[src/rtl/tmw_defs.vh]
// Constants for the 16-bit timer waveform generator
`ifndef TMW_DEFS_VH
`define TMW_DEFS_VH
// ============================================================
// APB register offsets (byte addresses)
`define TMW_OFS_CTRL 12'h000
`define TMW_OFS_COUNT 12'h004
`define TMW_OFS_CMPA 12'h008
`define TMW_OFS_CMPB 12'h00C
`define TMW_OFS_CAPT 12'h010
`define TMW_OFS_FLAGS 12'h014
// ============================================================
// Control field positions
`define TMW_WGM_LSB 0
`define TMW_WGM_MSB 3
`define TMW_COMA_LSB 4
`define TMW_COMA_MSB 5
`define TMW_COMB_LSB 6
`define TMW_COMB_MSB 7
`define TMW_TICK_BIT 8
`define TMW_DIRA_BIT 9
`define TMW_DIRB_BIT 10
// Flag bit positions
`define TMW_FLG_OVF 0
`define TMW_FLG_CMPA 1
`define TMW_FLG_CMPB 2
`define TMW_FLG_CAPT 3
// ============================================================
// Mode codes and fixed values
`define TMW_M_PC8 4'h1
`define TMW_M_PC9 4'h2
`define TMW_M_PC10 4'h3
`define TMW_M_CTC_A 4'h4
`define TMW_M_FP8 4'h5
`define TMW_M_FP9 4'h6
`define TMW_M_FP10 4'h7
`define TMW_M_PC_CAP 4'hA
`define TMW_M_PC_A 4'hB
`define TMW_M_CTC_CAP 4'hC
`define TMW_M_FP_CAP 4'hE
`define TMW_M_FP_A 4'hF
`define TMW_TOP8 16'h00FF
`define TMW_TOP9 16'h01FF
`define TMW_TOP10 16'h03FF
`define TMW_MAX 16'hFFFF
`define TMW_BOTTOM 16'h0000
`define TMW_RST_CTRL 11'h000
`define TMW_RST_16 16'h0000
`endif

[src/rtl/tmw_mode_decode.v]
// Decodes the waveform mode into mode class and TOP source
`timescale 1ns/100ps
`include "tmw_defs.vh"
module tmw_mode_decode (
	wgm,
	cap_val,
	cmpa_act,
	is_ctc,
	is_fast,
	is_pc,
	top_val,
	top_cap,
	top_cmpa,
	fix_mask
);
	input wire [3:0] wgm;
	input wire [15:0] cap_val;
	input wire [15:0] cmpa_act;
	output reg is_ctc;
	output reg is_fast;
	output reg is_pc;
	output reg [15:0] top_val;
	output reg top_cap;
	output reg top_cmpa;
	output reg [15:0] fix_mask;

	// ============================================================
	// Mode decode
	always @* begin
		is_ctc = 1'b0;
		is_fast = 1'b0;
		is_pc = 1'b0;
		top_val = `TMW_MAX;
		top_cap = 1'b0;
		top_cmpa = 1'b0;
		fix_mask = `TMW_MAX;
		case (wgm)
			`TMW_M_CTC_A: begin
				is_ctc = 1'b1;
				top_val = cmpa_act;
				top_cmpa = 1'b1;
			end
			`TMW_M_CTC_CAP: begin
				is_ctc = 1'b1;
				top_val = cap_val;
				top_cap = 1'b1;
			end
			`TMW_M_FP8, `TMW_M_PC8: begin
				is_fast = (wgm == `TMW_M_FP8);
				is_pc = (wgm == `TMW_M_PC8);
				top_val = `TMW_TOP8;
				fix_mask = `TMW_TOP8;
			end
			`TMW_M_FP9, `TMW_M_PC9: begin
				is_fast = (wgm == `TMW_M_FP9);
				is_pc = (wgm == `TMW_M_PC9);
				top_val = `TMW_TOP9;
				fix_mask = `TMW_TOP9;
			end
			`TMW_M_FP10, `TMW_M_PC10: begin
				is_fast = (wgm == `TMW_M_FP10);
				is_pc = (wgm == `TMW_M_PC10);
				top_val = `TMW_TOP10;
				fix_mask = `TMW_TOP10;
			end
			`TMW_M_FP_CAP, `TMW_M_PC_CAP: begin
				is_fast = (wgm == `TMW_M_FP_CAP);
				is_pc = (wgm == `TMW_M_PC_CAP);
				top_val = cap_val;
				top_cap = 1'b1;
			end
			`TMW_M_FP_A, `TMW_M_PC_A: begin
				is_fast = (wgm == `TMW_M_FP_A);
				is_pc = (wgm == `TMW_M_PC_A);
				top_val = cmpa_act;
				top_cmpa = 1'b1;
			end
			default: begin
				// Other modes: free running up counter
				is_ctc = 1'b0;
			end
		endcase
	end
endmodule // tmw_mode_decode

[src/rtl/tmw_timer16.v]
// 16-bit timer waveform generator with APB registers
//
// The APB interface to the registers and the register addresses were chosen for this implementation.
`timescale 1ns/100ps
`include "tmw_defs.vh"
module tmw_timer16 (
	core_clk,
	sys_rst,
	timer_tick_enable,
	psel,
	penable,
	pwrite,
	paddr,
	pwdata,
	prdata,
	pready,
	pslverr,
	pin_out_a,
	pin_oe_a,
	pin_out_b,
	pin_oe_b
);
	input wire core_clk;
	input wire sys_rst;
	input wire timer_tick_enable;
	input wire psel;
	input wire penable;
	input wire pwrite;
	input wire [11:0] paddr;
	input wire [31:0] pwdata;
	output reg [31:0] prdata;
	output reg pready;
	output reg pslverr;
	output wire pin_out_a;
	output wire pin_oe_a;
	output wire pin_out_b;
	output wire pin_oe_b;

	// ============================================================
	// State
	reg [10:0] ctrl_r; // Mode, output modes, directions
	reg [15:0] count_r; // counter_value
	reg count_up_r; // Direction in phase correct mode
	reg [15:0] cmpa_act_r; // Active compare_a_value
	reg [15:0] cmpa_buf_r; // Buffered compare_a_value
	reg [15:0] cmpb_act_r; // Active compare B value
	reg [15:0] cmpb_buf_r; // Buffered compare B value
	reg [15:0] cap_r; // capture_value
	reg [3:0] flags_r; // Sticky flags
	reg blk_r; // Match block after counter write

	wire [3:0] waveform_mode_select = ctrl_r[`TMW_WGM_MSB:`TMW_WGM_LSB];
	wire [1:0] compare_a_output_mode = ctrl_r[`TMW_COMA_MSB:`TMW_COMA_LSB];
	wire [1:0] com_b = ctrl_r[`TMW_COMB_MSB:`TMW_COMB_LSB];
	wire tick = timer_tick_enable | ctrl_r[`TMW_TICK_BIT];

	wire is_ctc;
	wire is_fast;
	wire is_pc;
	wire [15:0] top_val;
	wire top_cap;
	wire top_cmpa;
	wire [15:0] fix_mask;

	// ============================================================
	// Mode decode
	tmw_mode_decode u_dec (
		.wgm(waveform_mode_select),
		.cap_val(cap_r),
		.cmpa_act(cmpa_act_r),
		.is_ctc(is_ctc),
		.is_fast(is_fast),
		.is_pc(is_pc),
		.top_val(top_val),
		.top_cap(top_cap),
		.top_cmpa(top_cmpa),
		.fix_mask(fix_mask)
	);

	// ============================================================
	// Counter events
	wire is_pwm = is_fast | is_pc;
	wire at_top = (count_r == top_val) & ~blk_r;
	wire at_max = (count_r == `TMW_MAX);
	wire at_bot = (count_r == `TMW_BOTTOM);
	wire hit_a = (count_r == cmpa_act_r) & ~blk_r;
	wire hit_b = (count_r == cmpb_act_r) & ~blk_r;
	// Direction the counter is going in this tick
	wire pc_up = at_top ? 1'b0 : (at_bot ? 1'b1 : count_up_r);
	wire fast_bottom = is_fast & at_top; // Next tick is bottom

	// Bus strobes
	wire acc = psel & penable;
	wire wr = acc & pwrite;

	// Write decoding used by several registers
	function sel;
		input [11:0] a;
		input [11:0] ofs;
		begin
			sel = (a == ofs);
		end
	endfunction

	wire wr_ctrl = wr & sel(paddr, `TMW_OFS_CTRL);
	wire wr_cnt = wr & sel(paddr, `TMW_OFS_COUNT);
	wire wr_cmpa = wr & sel(paddr, `TMW_OFS_CMPA);
	wire wr_cmpb = wr & sel(paddr, `TMW_OFS_CMPB);
	wire wr_cap = wr & sel(paddr, `TMW_OFS_CAPT);
	wire wr_flg = wr & sel(paddr, `TMW_OFS_FLAGS);
	// Compare write value, upper bits cleared for fixed TOP
	wire [15:0] cmp_wval = pwdata[15:0] & fix_mask;
	// Active compare values are loaded from the buffers at TOP in PWM modes
	wire load_top = tick & at_top & is_pwm;

	// ============================================================
	// Counter and direction
	always @(posedge core_clk) begin
		if (sys_rst) begin
			count_r <= `TMW_RST_16;
			count_up_r <= 1'b1;
			blk_r <= 1'b0;
		end else if (wr_cnt) begin
			count_r <= pwdata[15:0];
			blk_r <= 1'b1;
		end else if (tick) begin
			blk_r <= 1'b0;
			if (is_pc) begin
				count_up_r <= pc_up;
				if (pc_up)
					count_r <= count_r + 16'h0001;
				else
					count_r <= count_r - 16'h0001;
			end else if ((is_ctc | is_fast) & at_top) begin
				count_r <= `TMW_BOTTOM;
			end else begin
				count_r <= count_r + 16'h0001;
				count_up_r <= 1'b1;
			end
		end
	end

	// ============================================================
	// Compare and capture registers
	always @(posedge core_clk) begin
		if (sys_rst) begin
			cmpa_act_r <= `TMW_RST_16;
			cmpa_buf_r <= `TMW_RST_16;
			cmpb_act_r <= `TMW_RST_16;
			cmpb_buf_r <= `TMW_RST_16;
			cap_r <= `TMW_RST_16;
		end else begin
			if (wr_cmpa)
				cmpa_buf_r <= cmp_wval;
			if (wr_cmpb)
				cmpb_buf_r <= cmp_wval;
			if (wr_cap)
				cap_r <= pwdata[15:0];
			// Unbuffered outside PWM, loaded at TOP inside
			if (!is_pwm && wr_cmpa)
				cmpa_act_r <= cmp_wval;
			else if (load_top)
				cmpa_act_r <= cmpa_buf_r;
			if (!is_pwm && wr_cmpb)
				cmpb_act_r <= cmp_wval;
			else if (load_top)
				cmpb_act_r <= cmpb_buf_r;
		end
	end

	// ============================================================
	// Flags: a hardware set wins over a software clear
	reg [3:0] set_v; // Flags set this cycle
	always @* begin
		set_v = 4'h0;
		if (tick) begin
			if (is_ctc) begin
				set_v[`TMW_FLG_OVF] = at_max;
				set_v[`TMW_FLG_CMPA] = at_top & top_cmpa;
				set_v[`TMW_FLG_CAPT] = at_top & top_cap;
			end else if (is_fast) begin
				set_v[`TMW_FLG_OVF] = at_top;
				set_v[`TMW_FLG_CAPT] = at_top & top_cap;
			end else if (is_pc) begin
				set_v[`TMW_FLG_OVF] = at_bot & ~count_up_r;
				set_v[`TMW_FLG_CAPT] = at_top & top_cap;
			end else begin
				set_v[`TMW_FLG_OVF] = at_max;
			end
			if (is_pwm) begin
				// Compare A also covers TOP when it is the TOP source
				set_v[`TMW_FLG_CMPA] = hit_a;
				set_v[`TMW_FLG_CMPB] = hit_b;
			end else begin
				set_v[`TMW_FLG_CMPA] = set_v[`TMW_FLG_CMPA] | hit_a;
				set_v[`TMW_FLG_CMPB] = hit_b;
			end
		end
	end

	always @(posedge core_clk) begin
		if (sys_rst)
			flags_r <= 4'h0;
		else if (wr_flg)
			flags_r <= (flags_r & ~pwdata[3:0]) | set_v;
		else
			flags_r <= flags_r | set_v;
	end

	// ============================================================
	// Control register
	always @(posedge core_clk) begin
		if (sys_rst)
			ctrl_r <= `TMW_RST_CTRL;
		else if (wr_ctrl)
			ctrl_r <= pwdata[10:0];
	end

	// ============================================================
	// Wave channels
	tmw_wave_ch u_cha (
		.core_clk(core_clk),
		.sys_rst(sys_rst),
		.tick(tick),
		.hit(hit_a),
		.at_bottom(fast_bottom),
		.count_up(pc_up),
		.com(compare_a_output_mode),
		.is_ctc(is_ctc),
		.is_fast(is_fast),
		.is_pc(is_pc),
		.pin_direction(ctrl_r[`TMW_DIRA_BIT]),
		.wave_out(),
		.pin_out(pin_out_a),
		.pin_oe(pin_oe_a)
	);

	tmw_wave_ch u_chb (
		.core_clk(core_clk),
		.sys_rst(sys_rst),
		.tick(tick),
		.hit(hit_b),
		.at_bottom(fast_bottom),
		.count_up(pc_up),
		.com(com_b),
		.is_ctc(1'b0),
		.is_fast(is_fast),
		.is_pc(is_pc),
		.pin_direction(ctrl_r[`TMW_DIRB_BIT]),
		.wave_out(),
		.pin_out(pin_out_b),
		.pin_oe(pin_oe_b)
	);

	// ============================================================
	// APB read path and handshake: one wait-free access phase
	always @(posedge core_clk) begin
		if (sys_rst) begin
			prdata <= 32'h00000000;
			pready <= 1'b0;
			pslverr <= 1'b0;
		end else begin
			pready <= psel & ~penable;
			pslverr <= 1'b0;
			prdata <= 32'h00000000;
			if (psel & ~penable) begin
				if (sel(paddr, `TMW_OFS_CTRL))
					prdata <= {21'h00000, ctrl_r};
				else if (sel(paddr, `TMW_OFS_COUNT))
					prdata <= {16'h0000, count_r};
				else if (sel(paddr, `TMW_OFS_CMPA))
					prdata <= {16'h0000, cmpa_buf_r};
				else if (sel(paddr, `TMW_OFS_CMPB))
					prdata <= {16'h0000, cmpb_buf_r};
				else if (sel(paddr, `TMW_OFS_CAPT))
					prdata <= {16'h0000, cap_r};
				else if (sel(paddr, `TMW_OFS_FLAGS))
					prdata <= {28'h0000000, flags_r};
				else
					pslverr <= 1'b1;
			end
		end
	end
endmodule // tmw_timer16

[src/rtl/tmw_wave_ch.v]
// One compare channel: wave output state and pin drive
`timescale 1ns/100ps
`include "tmw_defs.vh"
module tmw_wave_ch (
	core_clk,
	sys_rst,
	tick,
	hit,
	at_bottom,
	count_up,
	com,
	is_ctc,
	is_fast,
	is_pc,
	pin_direction,
	wave_out,
	pin_out,
	pin_oe
);
	input wire core_clk;
	input wire sys_rst;
	input wire tick;
	input wire hit;
	input wire at_bottom;
	input wire count_up;
	input wire [1:0] com;
	input wire is_ctc;
	input wire is_fast;
	input wire is_pc;
	input wire pin_direction;
	output reg wave_out;
	output reg pin_out;
	output reg pin_oe;

	reg wave_nxt; // Next internal output state

	// ============================================================
	// Output action per mode
	always @* begin
		wave_nxt = wave_out;
		if (tick && com != 2'b00) begin
			if (com == 2'b01 && (is_ctc || is_fast)) begin
				if (hit)
					wave_nxt = ~wave_out;
			end else if (is_fast && com[1]) begin
				if (hit)
					wave_nxt = com[0];
				else if (at_bottom)
					wave_nxt = ~com[0];
			end else if (is_pc && com[1]) begin
				if (hit)
					wave_nxt = count_up ? com[0] : ~com[0];
			end
		end
	end

	// ============================================================
	// Registered state and pin drive
	always @(posedge core_clk) begin
		if (sys_rst) begin
			wave_out <= 1'b0;
			pin_out <= 1'b0;
			pin_oe <= 1'b0;
		end else begin
			wave_out <= wave_nxt;
			pin_out <= wave_nxt;
			// Pin driven only when the port is an output
			pin_oe <= pin_direction & (com != 2'b00);
		end
	end
endmodule // tmw_wave_ch

[config.mk]
export PLATFORM = sky130hd
export DESIGN_NAME = tmw_timer16
export DESIGN_NICKNAME = d
export VERILOG_FILES = /design/src/rtl/tmw_mode_decode.v /design/src/rtl/tmw_timer16.v /design/src/rtl/tmw_wave_ch.v
export VERILOG_INCLUDE_DIRS = /design/src /design/src/rtl
export SDC_FILE = /design/constraint.sdc
export NUM_CORES = 1
export LEC_CHECK = 0
export BUFFER_PORTS_ARGS = -buffer_cell sky130_fd_sc_hd__buf_2
export CAP_MARGIN = 25
export CORE_ASPECT_RATIO = 0.6
export CORE_MARGIN = 4
export CORE_UTILIZATION = 30
export CTS_BUF_LIST = sky130_fd_sc_hd__clkbuf_4
export DETAILED_ROUTE_END_ITERATION = 8
export PLACE_DENSITY = 0.47
export SLEW_MARGIN = 20
export SYNTH_ARGS = -nofsm -noshare
export SYNTH_HDL_FRONTEND = slang
export SYNTH_HIERARCHICAL = 1
export SYNTH_SLANG_ARGS = --single-unit
[constraint.sdc]
create_clock -name core_clk -period 3.2 [get_ports core_clk]
set_clock_uncertainty 0.15 [all_clocks]
set_input_delay 0.16 -clock core_clk [delete_from_list [all_inputs] [get_ports core_clk]]
set_output_delay 0.16 -clock core_clk [all_outputs]
set_load 0.05 [all_outputs]
# Word-level counts from Yosys, hierarchy flattened
# Cells that the tools add are included.
[totals]
ff_bits = 151
input_bits = 50
output_inout_bits = 38
[op_classes]
eq_ne = 30
n_reduce_logical = 35
n_bitwise = 39
mux = 56
addsub = 2
[op_table]
columns = ["op", "count"]
rows = [
  ["$mux 16", 13],
  ["$pmux 16 s5", 1],
  ["$eq 16x16->1", 3],
  ["$pmux 16 s3", 1],
  ["$mux 1", 35],
  ["$eq 12x4->1 const B", 2],
  ["$eq 12x5->1 const B", 2],
  ["$and 1x1->1", 21],
  ["$eq 4x4->1 const B", 5],
  ["$add 16x1->16 const B", 1],
  ["$and 16x16->16", 1],
  ["$eq 16x16->1 const B", 1],
  ["$eq 4x3->1 const B", 4],
  ["$logic_not 16->1", 1],
  ["$sub 16x1->16 const B", 1],
  ["$reduce_or 2->1", 7],
  ["$eq 12x3->1 const B", 1],
  ["$logic_not 12->1", 1],
  ["$mux 4", 3],
  ["$mux 11", 1],
  ["$logic_and 1x1->1", 10],
  ["$pmux 1 s5", 2],
  ["$reduce_and 5->1", 2],
  ["$reduce_bool 2->1", 5],
  ["17 further kinds", 38],
]

# Longest topological paths before layout
[depth]
depth_word = 13
ltp_mapped = 15
depth_no_buf = 12

# Modules after synthesis
# The synthesis kept the hierarchy.
[by_module_without_submodules]
columns = ["mod", "area_per_inst_um2", "instances", "cells_each"]
rows = [
  ["tmw_timer16", 7377.1, 1, 928],
  ["tmw_mode_decode", 868.3, 1, 105],
  ["tmw_wave_ch", 203.9, 2, 26],
]

# Least setup slack after synthesis
# No wires, ideal clock.
[synth_path]
path_type = "reg-to-reg"
start = "register ctrl_r[3]"
end = "register u_cha.pin_out"
setup_slack_ns = 0.168
t_arrival_ns = 2.747
path_stages_with_launch = 16
required_time_ns = 2.915
period_less_slack_ns = 3.032
path_buffers = 3
path_cell_list = "dfxtp_1 buf_6 or2_4 buf_8 o22ai_2 a211oi_2 xor2_1 nor4_1 nand3_1 clkbuf_1 nor2_1 nor2_1 nand3b_1 o21ai_0 a221oi_1 a221oi_2"
[synth_between]
elab_chain_cells = 11
[synth_lines]
columns = ["item", "line_no", "source"]
rows = [
  ["start: declaration", "tmw_timer16.v:41", "reg [10:0] ctrl_r;"],
  ["start signal: assignment", "tmw_timer16.v:214", "ctrl_r <= `TMW_RST_CTRL;"],
  ["start signal: assignment", "tmw_timer16.v:216", "ctrl_r <= pwdata[10:0];"],
  ["$eq 4x3->1, or another cell as far along", "tmw_mode_decode.v:37", "case (wgm)"],
  ["$reduce_or 3->1 (no line) or $reduce_or 2->1 (tied branches)", "--", ""],
  ["$pmux 16 s5 *", "tmw_mode_decode.v:37", ""],
  ["named net top_val[6]", "tmw_timer16.v:60", "wire [15:0] top_val;"],
  ["$eq 16x16->1 *", "tmw_timer16.v:83", "wire at_top = (count_r == top_val) & ~blk_r;"],
  ["$and 1x1->1 *", "tmw_timer16.v:83", ""],
  ["$mux 1 *", "tmw_timer16.v:89", "wire pc_up = at_top ? 1'b0 : (at_bot ? 1'b1 : count_up_r);"],
  ["named net pc_up", "tmw_timer16.v:89", ""],
  ["$mux 1 *", "tmw_wave_ch.v:52", "wave_nxt = count_up ? com[0] : ~com[0];"],
  ["$mux 1 *", "tmw_wave_ch.v:51", "if (hit)"],
  ["$mux 1 *", "tmw_wave_ch.v:50", "end else if (is_pc && com[1]) begin"],
  ["$mux 1 *", "tmw_wave_ch.v:45", "end else if (is_fast && com[1]) begin"],
  ["$mux 1 *", "tmw_wave_ch.v:42", "if (com == 2'b01 && (is_ctc || is_fast)) begin"],
  ["end signal: assignment", "tmw_wave_ch.v:66", "pin_out <= wave_nxt;"],
  ["end: declaration", "tmw_wave_ch.v:32", "output reg pin_out;"],
]
# Mark *: on every way through the listed nets, which the timed path passes. The rest lies on a longest branch. The select of a mux whose other input is x is not followed.
# A chain may end at the register's enable or synchronous reset.

# Final worst setup path
[layout_path]
start = "register ctrl_r[0]"
end = "register u_chb.pin_out"
[layout_lines]
columns = ["item", "line_no", "source"]
rows = [
  ["$eq 4x3->1, or another cell as far along", "tmw_mode_decode.v:37", ""],
  ["$reduce_or 3->1 (no line) or $reduce_or 2->1 (tied branches)", "--", ""],
  ["$pmux 16 s5 *", "tmw_mode_decode.v:37", ""],
  ["named net top_val[3]", "tmw_timer16.v:60", ""],
  ["$eq 16x16->1 *", "tmw_timer16.v:83", ""],
  ["$and 1x1->1 *", "tmw_timer16.v:83", ""],
  ["$and 1x1->1 *", "tmw_timer16.v:90", "wire fast_bottom = is_fast & at_top;"],
  ["named net fast_bottom", "tmw_timer16.v:90", ""],
  ["$ne 3x3->1 (no line) *", "--", ""],
  ["$reduce_and 5->1 (no line) *", "--", ""],
  ["end signal: assignment", "tmw_wave_ch.v:66", ""],
  ["end: declaration", "tmw_wave_ch.v:32", ""],
]
# Marks and branches as above.

==> impl_metrics.toml <==
[floorplanning]
dieArea_sq_mm = 0.0317
start_util = 0.309
io_pins = 88
die_h_microns = 139
core_sq_mm = 0.0279
rows = 47
die_w_microns = 227

[drt]
wl_met2_microns = 13200
wl_per_cell_microns = 22.3
dr.max_layer_used = "met4"
viasPerCell = 5.48
wl_met3_microns = 3730
num_vias = 8562
drtPass1Iterations = 7
wl_microns = 34900
drt_iter0_drc = 1085
postRouteAntennaNets = 0
wirelength_met1_microns = 17600
drc = 0

[grt]
grt_pass1_wl_microns = 51300
track_usage = 0.216
antenna_found_initial = 0
grt_pass1_vias = 7675
grt-ovfl-total = 0
grt_max_degree = 57

[power]
pwr-share-comb = 0.103
clock_power_share = 0.366
power.leakage_uw = 0.00364
p_int_uw = 2260
pwr-share-seq = 0.531
switching_power_uw = 934
ir_drop_v = 0.000209
swShare = 0.293
p_per_area_mw_per_mm2 = 314

[timing]
worstMarginPinSlew_ns = 0.725
relSlewSlack = 0.517
setup_ws_ns = 0.123
hold_viol_final = 0
fmax_ghz = 0.325
rsz0062_at_grt = "no"
setup_viol = 0
min_period_ns = 3.08
finalCritPeriodShare = 0.961
drv_slew = 0
setup-tns-final_ns = 0

[finish]
fin_util = 0.363
drive_gt1_frac = 0.197
area_growth_pct = 17.5
fillCellCount = 2969
layout_common_cells = "165 x nand2_1, 132 x dfxtp_1, 89 x nor2_1"
fin_area_sq_mm = 0.0101
n_antenna_cell = 0
fin_nets = 1236
final_common_cell = "nand2_1"

[worst_setup_path]
r2r_slack_ns = 0.12
critPathTopFamily = "simple AND/OR/NAND/NOR gates"
r2r-start = "ctrl_r[0]"
critPathMaxFanout = 8
slowest_delay_ns = 0.39
crit_buf_inv = 3
crit_path_frequent_cell = "buf_4"
critical_path_arrival_ns = 3.45
worstPathRequired_ns = 3.57
crit_path_cell_trace = "buf_4 -> nor2b_2 -> buf_6 -> a211oi_2 -> xor2_1 -> nor4_1 -> buf_4 -> and3_1 -> and3_2 -> o22a_1 -> o311ai_1 -> a21o_1 -> a221oi_2"
slowest_stage = "dfxtp_4"
path_class = "flop to flop"
cp-end-kind = "flop"
start_kind = "flop"
worstSetupStartpoint = "ctrl_r[0]"

[clocking]
cts_tree = "done"
cts-buffers-inserted = 17
clock-sinks = 135
post_cts_buffers = 0
path_clk_slew_ns = 0.12
clkLatencyLatePin_ns = 0.64
cts_htree_levels = 4
root_buffer = "clkbuf_4"
cts_max_path_buffers = 2

[status]
status = "complete, no violations"

[yosys]
yosys_warnings = 6
synthCells = 1083
syn_avg_cell_area_sq_um = 7.98
syn_area_sq_mm = 0.00864

[place]
dp.final_hpwl_microns = 25500
gp_congestion = 0.907
place_area_sq_mm = 0.00952
io_buffers = 55
preCtsSetupSlack_ns = -0.0457

[hold_path]
hold_start = "paddr[8]"
worstHoldPathType = "primary input to flop"

[run]
drv_cap = 0
per-stage QoR:
| stage | instances | hold WS (ns) | power [uW] |
|---|---|---|---|
| final | 1563 | 0.0751 | 3190 |
| after detailed placement | 1501 | 0.286 | 2030 |
| after floorplan | 1108 | 0.0762 | 1920 |
| after global placement | 1501 | 0.283 | 2030 |
| after CTS | 1562 | 0.0153 | 3210 |
| after global routing | 1563 | 0.113 | 3310 |
sequential cells by signal (all words and copies together), names as in the netlist:
signal and flops:
count_r 16, u_cha/pin_oe 1, cap_r 16, u_chb/pin_oe 1, cmpa_act_r 16, flags_r 4, cmpa_buf_r 16, prdata 16
u_chb/pin_out 1, cmpb_buf_r 16, cmpb_act_r 16, count_up_r 1, pready 1, pslverr 1, blk_r 1, ctrl_r 11
u_cha/pin_out 1
power groups by stage:
stage / clock network (uW) / registers [uW] / logic (uW)
global placement: 0 / 1730 / 295
detailed placement: 0 / 1730 / 295
finish: 1170 / 1690 / 330
global route: 1270 / 1690 / 351
CTS: 1200 / 1700 / 322
floorplan: 0 / 1730 / 194
what timing repair did:
item,in CTS,in global routing
gates resized for setup,4,17
setup endpoints to repair,2,26
hold buffers,30,0
gates cloned,0,1
pin swaps,0,3
hold endpoints to repair,115,0
worst paths after layout:
kind,end,cells past startpoint
max,u_chb/pin_out,13
min,flags_r[2],7
max reg2reg,u_chb/pin_out,13
min reg2reg,flags_r[3],2
final cells by class:
type,instances,area [sq um],area share
Clock inverter,11,109,0.0107
Inverter,22,87.6,0.00863
Clock buffer,20,150,0.0148
Sequential cell,135,2710,0.267
Tap cell,367,459,0.0452
Timing Repair Buffer,167,1260,0.125
Multi-Input combinational cell,841,5370,0.529
metal layers:
metal / vias up / global-route usage
met2: 385 / 0.274
met1: 4089 / 0.345
li1: 4064 / -
met5: - / 0
met3: 24 / 0.0764
met4: 0 / 0.0360
worst min-delay path: cells and delay by family:
kind            cells  cell delay (ns)
compound gates      1             0.06
buf+inv             1             0.07
simple gates        5             0.51
(Power assumes the default switching activity.)
